`config.mk`:
```
export PLATFORM = sky130hd
export DESIGN_NAME = uam_top
export DESIGN_NICKNAME = d
export VERILOG_FILES = /design/src/shared/uam_pkg.sv /design/src/design/uam_compare.sv /design/src/design/uam_top.sv
export SDC_FILE = /design/constraint.sdc
export NUM_CORES = 1
export LEC_CHECK = 0
export BUFFER_PORTS_ARGS = -buffer_cell sky130_fd_sc_hd__clkbuf_2
export CAP_MARGIN = 25
export CORE_UTILIZATION = 38
export CTS_BUF_LIST = sky130_fd_sc_hd__clkbuf_8
export DETAILED_ROUTE_END_ITERATION = 8
export PLACE_DENSITY = 0.66
export SETUP_SLACK_MARGIN = 0.02
export SLEW_MARGIN = 10
export SYNTH_ARGS = -nofsm -noshare
export SYNTH_HDL_FRONTEND = slang
export SYNTH_SLANG_ARGS = --single-unit
```
`constraint.sdc`:
```
create_clock -name pclk -period 2.1 [get_ports pclk]
set_input_delay 0 -clock pclk [delete_from_list [all_inputs] [get_ports pclk]]
set_output_delay 0 -clock pclk [all_outputs]
set_load 0.01 [all_outputs]
```
`src/shared/uam_pkg.sv`:
```
// Package of register map, field layout and constants for the address match block
package uam_pkg;

	localparam int          UAM_DATA_W       = 32;
	localparam int          UAM_ADDR_W       = 12;
	localparam int          UAM_CHAR_W       = 8;

	localparam logic [11:0] UAM_OFF_MATCH    = 12'h000;
	localparam logic [11:0] UAM_OFF_RXWORD   = 12'h004;
	localparam logic [11:0] UAM_OFF_CTRL     = 12'h008;
	localparam logic [11:0] UAM_OFF_STATUS   = 12'h00C;

	localparam int          UAM_ADDR_LSB     = 0;
	localparam int          UAM_MASK_LSB     = 8;
	localparam int          UAM_NINTH_POS    = 8;

	localparam int          UAM_CTRL_ADDRESS_DETECT_ON   = 0;
	localparam int          UAM_CTRL_NINE    = 1;

	localparam int          UAM_ST_ADDR_MODE = 0;
	localparam int          UAM_ST_LAST_HIT  = 1;
	localparam int          UAM_ST_HUNT      = 2;

	localparam logic [15:0] UAM_MATCH_RST    = 16'h0000;
	localparam logic [8:0]  UAM_RXWORD_RST   = 9'h000;
	localparam logic [1:0]  UAM_CTRL_RST     = 2'h0;

	typedef enum logic [1:0] {
		UAM_IDLE   = 2'b00,
		UAM_SETUP  = 2'b01,
		UAM_ACCESS = 2'b11
	} uam_apb_t;

endpackage : uam_pkg

```
`src/design/uam_compare.sv`:
```
// Masked address comparator for one received character
`timescale 1ns/1ps
module uam_compare
	import uam_pkg::*;
#(
	parameter int W = UAM_CHAR_W
) (
	input  wire logic [W-1:0] rx_low_byte,
	input  wire logic         rx_ninth_bit,
	input  wire logic [W-1:0] match_address_value,
	input  wire logic [W-1:0] match_bit_select,
	input  wire logic         address_mode,
	output logic              is_address,
	output logic              hit
);

	always_comb begin
		is_address = rx_ninth_bit; // (RQ7)
		// Only selected bits may differ to spoil the match
		hit = address_mode && is_address &&
			(((rx_low_byte ^ match_address_value) & match_bit_select) == '0); // (RQ1)
	end

endmodule : uam_compare

```
`src/design/uam_top.sv`:
```
// APB register slave with hardware address match and receive data word
// What this block does, and what software must do (RQ5, RQ6)
// (RQ1) Mask bit one includes the matching address bit; zero excludes it.
// (RQ2) Hold 8-bit match address in low byte; compare in hardware.
// (RQ3) Comparison acts only in address detect mode, no effect otherwise.
// (RQ4) Receive word bits fifteen to nine always read zero.
// (RQ5) Software waits one cycle after transmit write before reading empty flag.
// (RQ6) Software sets module enable before transmitter enable.
// (RQ7) A character with ninth bit one is an address character.
// (RQ8) Address detect enable has no effect unless 9-bit characters chosen.
// (RQ9) Receive word: ninth bit at eight, low byte below, reset zero.
`timescale 1ns/1ps
module uam_top
	import uam_pkg::*;
(
	input  wire logic                  pclk,
	input  wire logic                  presetn,
	input  wire logic                  psel,
	input  wire logic                  penable,
	input  wire logic                  pwrite,
	input  wire logic [UAM_ADDR_W-1:0] paddr,
	input  wire logic [UAM_DATA_W-1:0] pwdata,
	input  wire logic [3:0]            pstrb,
	output logic      [UAM_DATA_W-1:0] prdata,
	output logic                       pready,
	output logic                       pslverr,
	input  wire logic                  rx_valid,
	input  wire logic [7:0]            rx_low_byte,
	input  wire logic                  rx_ninth_bit,
	output logic                       rx_accept,
	output logic                       addr_hit
);

	typedef struct packed {
		logic [UAM_CHAR_W-1:0]  mask;
		logic [UAM_CHAR_W-1:0]  addr;
		logic [UAM_NINTH_POS:0] rxword;
		logic                  address_detect_on;
		logic                  nine;
		logic                  hunt;
		logic                  last_hit;
		logic                  accept;
		logic                  hitp;
		logic [UAM_DATA_W-1:0] rdata;
	} uam_state_t;

	uam_state_t st_r;
	uam_state_t st_nxt;
	logic       addr_mode;
	logic       is_addr;
	logic       hit;
	logic       acc;
	logic       wr;
	logic       mapped;

	function automatic logic is_mapped(input logic [UAM_ADDR_W-1:0] a);
		is_mapped = (a == UAM_OFF_MATCH) || (a == UAM_OFF_RXWORD) ||
			(a == UAM_OFF_CTRL) || (a == UAM_OFF_STATUS);
	endfunction : is_mapped

	// Stored word layout, ninth bit on top
	function automatic logic [UAM_NINTH_POS:0] pack_word(
		input logic                  ninth,
		input logic [UAM_CHAR_W-1:0] low
	);
		pack_word = {ninth, low}; // (RQ9)
	endfunction : pack_word

	// Byte lane update; lanes without strobe keep the old value
	function automatic logic [UAM_CHAR_W-1:0] lane_pick(
		input logic                  en,
		input logic [UAM_CHAR_W-1:0] new_v,
		input logic [UAM_CHAR_W-1:0] old_v
	);
		lane_pick = en ? new_v : old_v;
	endfunction : lane_pick

	// Read view of one register; unimplemented bits stay zero
	function automatic logic [UAM_DATA_W-1:0] read_view(
		input logic [UAM_ADDR_W-1:0] a,
		input uam_state_t            s,
		input logic                  mode
	);
		logic [UAM_DATA_W-1:0] v;
		v = '0;
		if (a == UAM_OFF_MATCH) begin
			v[UAM_ADDR_LSB +: UAM_CHAR_W] = s.addr;
			v[UAM_MASK_LSB +: UAM_CHAR_W] = s.mask;
		end else if (a == UAM_OFF_RXWORD) begin
			v[UAM_NINTH_POS:0] = s.rxword; // (RQ4)
		end else if (a == UAM_OFF_CTRL) begin
			v[UAM_CTRL_ADDRESS_DETECT_ON] = s.address_detect_on;
			v[UAM_CTRL_NINE]  = s.nine;
		end else if (a == UAM_OFF_STATUS) begin
			v[UAM_ST_ADDR_MODE] = mode;
			v[UAM_ST_LAST_HIT]  = s.last_hit;
			v[UAM_ST_HUNT]      = s.hunt;
		end
		read_view = v;
	endfunction : read_view

	// Address detect gated by 9-bit mode
	assign addr_mode = st_r.address_detect_on && st_r.nine; // (RQ8)

	uam_compare #(
		.W(UAM_CHAR_W)
	) u_cmp (
		.rx_low_byte        (rx_low_byte),
		.rx_ninth_bit       (rx_ninth_bit),
		.match_address_value(st_r.addr),
		.match_bit_select   (st_r.mask),
		.address_mode       (addr_mode),
		.is_address         (is_addr),
		.hit                (hit)
	);

	assign acc     = psel && penable;
	assign wr      = acc && pwrite;
	assign mapped  = is_mapped(paddr);
	assign pready  = 1'b1;
	assign prdata  = st_r.rdata;
	assign pslverr = acc && !mapped;
	assign rx_accept = st_r.accept;
	assign addr_hit  = st_r.hitp;

	always_comb begin
		st_nxt          = st_r;
		st_nxt.accept   = 1'b0;
		st_nxt.hitp     = 1'b0;

		// Register writes; byte strobes honoured per lane
		if (wr && paddr == UAM_OFF_MATCH) begin
			st_nxt.addr = lane_pick(pstrb[0], pwdata[UAM_ADDR_LSB +: UAM_CHAR_W], st_r.addr); // (RQ2)
			st_nxt.mask = lane_pick(pstrb[1], pwdata[UAM_MASK_LSB +: UAM_CHAR_W], st_r.mask); // (RQ1)
		end else if (wr && paddr == UAM_OFF_CTRL) begin
			if (pstrb[0]) begin
				st_nxt.address_detect_on = pwdata[UAM_CTRL_ADDRESS_DETECT_ON];
				st_nxt.nine  = pwdata[UAM_CTRL_NINE];
			end
		end

		// Hunting only means something inside address mode
		if (!addr_mode) begin
			st_nxt.hunt = 1'b0;
		end

		// Character handling
		if (rx_valid) begin
			if (!addr_mode) begin
				st_nxt.accept = 1'b1; // (RQ3)
				st_nxt.rxword = pack_word(rx_ninth_bit, rx_low_byte);
			end else if (is_addr) begin
				// Matching address opens the gate for following data
				st_nxt.last_hit = hit;
				st_nxt.hitp     = hit;
				st_nxt.hunt     = !hit;
				if (hit) begin
					st_nxt.accept = 1'b1;
					st_nxt.rxword = pack_word(rx_ninth_bit, rx_low_byte);
				end
			end else if (!st_r.hunt) begin
				// Data after a hit passes; data while hunting is dropped
				st_nxt.accept = 1'b1;
				st_nxt.rxword = pack_word(rx_ninth_bit, rx_low_byte);
			end
		end

		// Read data registered at setup so it is valid in access phase
		if (psel && !penable && !pwrite) begin
			st_nxt.rdata = read_view(paddr, st_r, addr_mode);
		end
	end

	always_ff @(posedge pclk or negedge presetn) begin
		if (!presetn) begin
			st_r.mask     <= UAM_MATCH_RST[15:8];
			st_r.addr     <= UAM_MATCH_RST[7:0];
			st_r.rxword   <= UAM_RXWORD_RST; // (RQ9)
			st_r.address_detect_on    <= UAM_CTRL_RST[UAM_CTRL_ADDRESS_DETECT_ON];
			st_r.nine     <= UAM_CTRL_RST[UAM_CTRL_NINE];
			st_r.hunt     <= 1'b0;
			st_r.last_hit <= 1'b0;
			st_r.accept   <= 1'b0;
			st_r.hitp     <= 1'b0;
			st_r.rdata    <= '0;
		end else begin
			st_r <= st_nxt;
		end
	end

endmodule : uam_top

```
After elaboration in Yosys (flattened, before gate mapping)
Cells that the tools add are included.
{"block": "op_classes", "eq_ne": 5, "muxes": 21, "bitwise": 3, "n_reduce_logical": 24}
{"operator": "$mux W9", "n": 5}
{"operator": "$eq A12 B4 Y1 const B", "n": 2}
{"operator": "$eq A12 B3 Y1 const B", "n": 1}
{"operator": "$logic_not A12 Y1", "n": 1}
{"operator": "$logic_and A1 B1 Y1", "n": 10}
{"operator": "$reduce_and A3 Y1", "n": 3}
{"operator": "$and A8 B8 Y8", "n": 1}
{"operator": "$logic_not A8 Y1", "n": 1}
{"operator": "$mux W1", "n": 8}
{"operator": "$xor A8 B8 Y8", "n": 1}
{"operator": "$mux W7", "n": 1}
{"operator": "$mux W2", "n": 3}
{"operator": "$mux W3", "n": 2}
{"operator": "$mux W6", "n": 1}
{"operator": "$ne A3 B3 Y1 const B", "n": 2}
{"operator": "$logic_not A1 Y1", "n": 4}
{"operator": "$mux W4", "n": 1}
{"operator": "$reduce_and A2 Y1", "n": 2}
{"operator": "$logic_or A1 B1 Y1", "n": 3}
{"operator": "$not A1 Y1", "n": 1}
{"block": "word_totals", "ff_bits": 47, "input_bits": 63, "out_inout_bits": 36, "word_cells": 63}

Depth between registers and ports, before layout
Gate-level depths: netlist (run 1).
{"block": "depth", "word_depth": 8, "ltp_mapped": 6}

Cells and area by module
A second synthesis (run 1) with hierarchy kept.
{"block": "unflattened", "hier_cells": 192, "area_unflattened_um2": 2429.8}
{"module": "uam_top", "instances": 1, "cells_each": 177, "area_per_inst_um2": 2306.0, "seq_area_each_um2": 1176.1}
{"module": "uam_compare", "instances": 1, "cells_each": 15, "area_per_inst_um2": 123.9, "seq_area_each_um2": 0.0}

Worst setup path before layout (run 1)
Ideal clock, no wire load.
{"block": "synth_path", "path_type": "register -> register", "startpoint": "reg st_r[47] (netlist name)", "endpoint": "reg st_r[38] (netlist name)", "arrival_time_ns": 1.682, "slack_ns": 0.293, "path_stages_with_launch": 6, "period_less_slack_ns": 1.807, "path_cell_list": "dfrtp_1 -> xor2_1 -> a22oi_1 -> nand4_1 -> a41oi_2 -> mux2_2"}
{"block": "synth_between", "elab_chain_len": 6}
{"element": "start: declaration", "line_no": "uam_top.sv:47", "text": "uam_state_t st_r;"}
{"element": "start signal: assignment", "line_no": "uam_top.sv:187", "text": "st_r <= st_nxt;"}
{"element": "$xor A8 B8 Y8", "line_no": "uam_compare.sv:21", "text": "(((rx_low_byte ^ match_address_value) & match_bit_select) == '0);"}
{"element": "$and A8 B8 Y8", "line_no": "uam_compare.sv:21"}
{"element": "$logic_not A8 Y1", "line_no": "uam_compare.sv:21"}
{"element": "$logic_and A1 B1 Y1", "line_no": "uam_compare.sv:20", "text": "hit = address_mode && is_address &&"}
{"element": "$ne A3 B3 Y1 (no source line)"}
{"element": "$reduce_and A3 Y1 (no source line)"}
Every way passes these cells.
A chain may end at the register's enable or synchronous reset.

Final worst setup path (run 1)
{"block": "layout_path", "startpoint": "reg st_r[53] (netlist name)", "endpoint": "reg st_r[42] (netlist name)"}
Same word-level chain as after synthesis.

==> impl_metrics.tcl, run 1 <==
set metrics [dict create \
    drv_cap 0 \
    period_minus_slack_ns 1.98 \
    hold_violations 0 \
    min_to "prdata[1]" \
    critPathMaxFanout 7 \
    irDropWorstVdd_mv 0.273 \
    cts.clk_slew.worst_paths_ns 0.08 \
    leakage_nw 1.48 \
    die_x_um 81.0 \
    firstDrtPassIters 4 \
    final_cell_mix "clkbuf_2 (63), dfrtp_1 (47), dlygate4sd3_1 (25), mux2_2 (24), conb_1 (17)" \
    setup_viol 0 \
    nNetsFinal 337 \
    rr_endpoint "st_r[42]" \
    worstReg2RegStart "st_r[53]" \
    avgViaCountPerCell 4.67 \
    core_um2 5960 \
    rows 28 \
    ios 99 \
    hp-start "paddr[10]" \
    cts_buffer_depth 2 \
    setup_ws_ns 0.121 \
    port_buffers 63 \
    antenna_left 0 \
    cts_buffers 5 \
    synth-seq-cells 47 \
    first_iter_violations 56 \
    gp_congestion 0.752 \
    syn_avg_cell_area_um2 12.2 \
    synth_async_sr_flop_share_pct 100 \
    pre_cts_ws_ns 0.119 \
    whs_path_depth 4 \
    yosys-top-cells-area "dfrtp_1 (50%), mux2_2 (11%), buf_4 (10%)" \
    grt_overflow 0 \
    clock_sinks 47 \
    synth.largest_area_cell "dfrtp_1" \
    cp-end-kind "flop" \
    grt_pass1_wl_mm 7.35 \
    ff2ff_path_depth 6 \
    synth_edf_count 0 \
    min-delay-path-class "input port to flop" \
    r2r_slack_ns 0.12 \
    grt_usage_pct 15.1 \
    antenna_cells 0 \
    p_per_area_nw_per_um2 548 \
    drt_wl_total_mm 4.62 \
    cts_tree "done" \
    yosysSeqAreaShare_pct 49.6 \
    insertion_delay_ns 0.29 \
    cp.required_ns 2.28 \
    htreeDepth 2 \
    wl_per_cell_um 13.3 \
    worstSetupPathType "flop to flop" \
    grt_pass1_vias 1534 \
    fin_crit_sh_pct 94.3 \
    arrival_ns 2.15 \
    fp.dieH_um 81.0 \
    tightest_slew_ns 0.505 \
    drive_gt1_share_pct 40.3 \
    synth_area_um2 2370 \
    place_area_um2 2620 \
    synthDistinctLibCells 30 \
    final_common_cell "clkbuf_2" \
    netlist_instances 195 \
    status "completed" \
    skew_ns 0.00378 \
    synth_top_area_share_pct 49.6 \
    grt_max_degree 32 \
    antenna_found_initial 0 \
    hold_ws_ns 0.0215 \
    hpwl_mm 3.44 \
    dieArea_um2 6560 \
    drc 0 \
    vias 1626 \
    slew_violations 0 \
    grt_setup_unrepaired "no" \
    synthFlopType "dfrtp_1" \
    design_area_um2 2940 \
    initial_core_util_pct 39.8 \
    tns_ns 0 \
    relSlewSlack_pct 66.3 \
    area_growth_pct 24.2 \
    startpoint_type "flop" \
    fmax_mhz 505 \
    root_buffer "clkbuf_8" \
    yosysWarnings 0 \
]
==> area by class of cell <==
class	count	area (um^2)
Clock inverter	1	3.75
Fill cell	555	3010
Timing Repair Buffer	95	618
Sequential cell	47	1180
Clock buffer	5	68.8
Multi-Input combinational cell	125	982
Tap cell	75	93.8
==> registers in the layout, summed over array words and instances, names as in the netlist <==
signal,count
addr_hit,1
prdata,16
rx_accept,1
st_r,29
==> cell usage after synthesis (3+ instances only) <==
master     n
xor2_1     8
nand4_1    4
mux2i_1    8
clkbuf_1   4
nor4_2     3
a22oi_1    4
mux2_2    24
a22o_1     7
nor2_1     5
dfrtp_1   47
nand2_1   13
buf_4     33
o21ai_0   11
==> logic make-up after synthesis <==
logic type,after synthesis,synth area share [%]
AO/OA/AOI/OAI,28,8.24
XOR/XNOR,8,2.96
buffers and inverters,38,11.3
flip-flops,47,49.6
multiplexers,35,17.0
other,2,0.317
AND/OR/NAND/NOR,37,10.6
==> power by group <==
group	internal (mW)	total (mW)	switching, mW
clock network	0.217	0.482	0.265
logic	0.0986	0.197	0.0984
registers	0.924	0.934	0.0103
total	1.24	1.61	0.373
==> critical path, cell delays in order (launching register included) <==
cell and delay [ns]:
dfrtp_1 0.41, xor2_1 0.15, a22oi_1 0.23, nand4_1 0.23
a41oi_2 0.29, buf_4 0.20, mux2_2 0.35
==> how the worst max path moves through the flow <==
stage / from / end / slack, ns / depth (start not counted)
after floorplan: st_r[47] / st_r[38] / 0.29 / 5
after global placement: st_r[53] / st_r[43] / 0.14 / 6
after detailed placement: st_r[53] / st_r[42] / 0.12 / 6
after CTS: st_r[53] / st_r[42] / 0.09 / 6
after global routing: st_r[53] / st_r[42] / 0.02 / 6
final: st_r[53] / st_r[42] / 0.12 / 6
==> what timing repair did <==
| action | in CTS | in global routing |
|---|---|---|
| endpoints found under the setup margin | 0 | 2 |
| resized for setup | 0 | 0 |
| setup buffers | 0 | 0 |
| hold buffers | 25 | 0 |
| endpoints found under the hold margin | 42 | 0 |
==> metal layers <==
metal / GRT usage, % / routed length, um / part of all wire [%]
met4: 4.82 / 34 / 0.74
met2: 23.5 / 2210 / 48
met3: 3.93 / 210 / 4.5
met5: 0 / 0 / 0
met1: 20.5 / 2170 / 47
==> metrics by stage <==
step | utilization [%] | power, mW | cells
6_report | 49.4 | 1.61 | 348
5_1_grt | 49.4 | 1.69 | 348
4_1_cts | 49.4 | 1.63 | 348
3_5_place_dp | 44.0 | 1.11 | 317
3_3_place_gp | 44.0 | 1.11 | 317
2_1_floorplan | - | 1.05 | 210
Power figures use the tool's default switching activity.
==> inputs of run 2 (changes only) <==
Settings changed: PLACE_DENSITY 0.66 to 0.65, SLEW_MARGIN 10 to default, SYNTH_HIERARCHICAL from default to 1.
Clock period 2.1 ns to 2.2 ns, I/O delays scaled along.
==> impl_metrics.tcl, run 2 <==
set metrics [dict create \
    status "completed" \
    setup_viol 0 \
    ios 99 \
    port_buffers 63 \
    rr_endpoint "st_r[42]" \
    critical-path-slowest-cell "dfrtp_1" \
    grt_pass1_wl_mm 7.80 \
    synth_mux_area_share_pct 15.1 \
    min-delay-path-class "input port to flop" \
    path_cells "xor2_1, a222oi_1, nand3_1, a211oi_2, nand2_1, o21ai_1, o21ai_1, buf_4, mux2_2" \
    irDropWorstVdd_mv 0.331 \
    fin_total_pwr_mw 1.62 \
    synth.largest_area_cell "dfrtp_1" \
    cts_buffers 5 \
    seq_area_um2 1180 \
    yosysWarnings 6 \
    cp.required_ns 2.38 \
    filler_cell_count 559 \
    tightest_slew_ns 0.533 \
    met2_length_mm 2.54 \
    synth-xor-area-share_pct 2.88 \
    skew_ns 0.00369 \
    cts.clk_slew.worst_paths_ns 0.08 \
    antenna_found_initial 0 \
    cts_tree "done" \
    period_minus_slack_ns 2.09 \
    yosys.area_share.adder_pct 0 \
    htreeDepth 2 \
    die_x_um 82.0 \
    area_growth_pct 24.8 \
    arrival_ns 2.27 \
    root_buffer "clkbuf_8" \
    nNetsFinal 334 \
    yosysMostFrequentCell "dfrtp_1" \
    grt_overflow 0 \
    avgViaCountPerCell 4.77 \
    final_util_pct 50.0 \
    startpoint_type "flop" \
    clock_sinks 47 \
    fin_crit_sh_pct 94.8 \
    final_cell_mix "clkbuf_2 (63), dfrtp_1 (47), dlygate4sd3_1 (26), conb_1 (17), mux2_2 (13)" \
    drc 0 \
    synth_area_um2 2430 \
    grt_usage_pct 15.9 \
    ff2ff_path_depth 9 \
    synth_edf_count 0 \
    dr_wl_met3_um 250 \
    cts_buffer_depth 2 \
    cpPeakStageDelay_ns 0.41 \
    worstSetupPathType "flop to flop" \
    critPathMaxFanout 8 \
    top_register "st_r" \
    dpl.cell_count 312 \
    fin_cells 347 \
    initial_core_util_pct 40.1 \
    leakage_nw 1.55 \
    synth_top_area_share_pct 48.4 \
    drv_cap 0 \
    grt_pass1_vias 1654 \
    fp.dieH_um 82.0 \
    ys_top_cells_by_count "dfrtp_1 (47), buf_4 (35), mux2_2 (14)" \
    gp_congestion 0.826 \
    tns_ns 0 \
    min_to "st_r[46]" \
    cpMostUsedCell "o21ai_1" \
    synth-seq-cells 47 \
    antenna_cells 0 \
    yosysSeqAreaShare_pct 48.4 \
    synthDistinctLibCells 36 \
    hold_violations 0 \
    synthFlopType "dfrtp_1" \
    dieArea_um2 6720 \
    final_common_cell "clkbuf_2" \
    syn_avg_cell_area_um2 12.7 \
    drt-met1-wl_mm 2.10 \
    p_per_area_nw_per_um2 535 \
    drive_gt1_share_pct 40.4 \
    first_iter_violations 56 \
    synth_compound_area_share_pct 9.47 \
    netlist_instances 192 \
    cp-end-kind "flop" \
    insertion_delay_ns 0.29 \
    fmax_mhz 480 \
    vias 1656 \
    r2r_slack_ns 0.11 \
    whs_path_depth 2 \
    multiInputGateArea_um2 1010 \
    rows 28 \
    hpwl_mm 3.63 \
    wl_per_cell_um 14.1 \
    relSlewSlack_pct 64.5 \
    worstReg2RegStart "st_r[53]" \
    firstDrtPassIters 4 \
    largest_reg_flops 29 \
    yosys-top-cells-area "dfrtp_1 (48%), buf_4 (11%), mux2_2 (6.5%)" \
    core_um2 6060 \
    hp-start "rx_ninth_bit" \
    drt_wl_total_mm 4.91 \
    top_layer "met4" \
    synth_simple_gate_area_share_pct 11.4 \
    grt_setup_unrepaired "yes" \
    synth_async_sr_flop_share_pct 100 \
    antenna_left 0 \
    grt_max_degree 32 \
    slew_violations 0 \
    synth_top_family_by_area "multiplexers" \
]
-- run 2: cell types whose count changed in the layout (fill, tap and decap cells not counted), sizes merged, moves of 4 or more --
cell	before	now
o21ai	11	3
a221o	0	6
nand2	13	8
and2	0	6
nand4	4	0
inv	1	7
mux2i	8	1
-- run 2: critical path: cells and delay by family, from the launching register on --
kind	cells	cell delay, ns
AO/OA/AOI/OAI	4	0.73
flip-flops	1	0.41
multiplexers	1	0.28
AND/OR/NAND/NOR	2	0.21
buffers and inverters	1	0.18
XOR/XNOR	1	0.16
-- run 2: what timing repair did --
action,4_1_cts,5_1_grt
setup endpoints to repair,0,9
gates resized for setup,0,3
endpoints found under the hold margin,43,0
hold buffers,26,0
buffers inserted,0,1
-- run 2: cells by family after synthesis --
logic type / count (synthesis)
flip-flops: 47
buffers and inverters: 45
AND/OR/NAND/NOR: 33
multiplexers: 29
AO/OA/AOI/OAI: 28
XOR/XNOR: 8
other: 2
-- run 2: per-stage QoR --
| stage | cell area (um^2) | setup slack [ns] | hold WS [ns] |
|---|---|---|---|
| 2_1_floorplan | 2490 | 0.200 | -0.296 |
| 3_3_place_gp | 2660 | 0.156 | -0.0485 |
| 3_5_place_dp | 2660 | 0.0997 | -0.0495 |
| 4_1_cts | 3020 | 0.0864 | 0.0238 |
| 5_1_grt | 3030 | -0.0652 | 0.0266 |
| 6_report | 3030 | 0.115 | 0.0321 |
-- run 2: per-layer routing --
metal  up-vias  track usage, %
met5         -               0
met4         0            4.74
met3         2            3.56
met2        56            27.2
met1       811            19.9
li1        787               -
-- run 2: how the worst max path moves through the flow --
stage                        start  endpoint  slack, ns  cells past startpoint
after floorplan           st_r[53]  st_r[38]       0.20                      9
after global placement    st_r[53]  st_r[45]       0.16                      9
after detailed placement  st_r[53]  st_r[38]        0.1                      9
after CTS                 st_r[53]  st_r[38]       0.09                      9
after global routing      st_r[53]  st_r[42]      -0.07                      9
final                     st_r[53]  st_r[42]       0.11                      9
-- run 2: power by group --
group	internal [mW]	total [mW]	leakage, nW	switching (mW)
Combinational	0.0910	0.179	0.863	0.0880
Sequential	0.882	0.892	0.633	0.00979
Clock	0.282	0.551	0.0557	0.269
Total	1.25	1.62	1.55	0.367
-- run 2: layout make-up --
cell class | count | share of cell area (%)
clock inverter | 1 | 0.124
timing repair buffer | 96 | 20.7
tap | 75 | 3.09
clock buffer | 7 | 3.18
multi-input combinational | 115 | 33.4
inverter | 6 | 0.743
sequential | 47 | 38.8
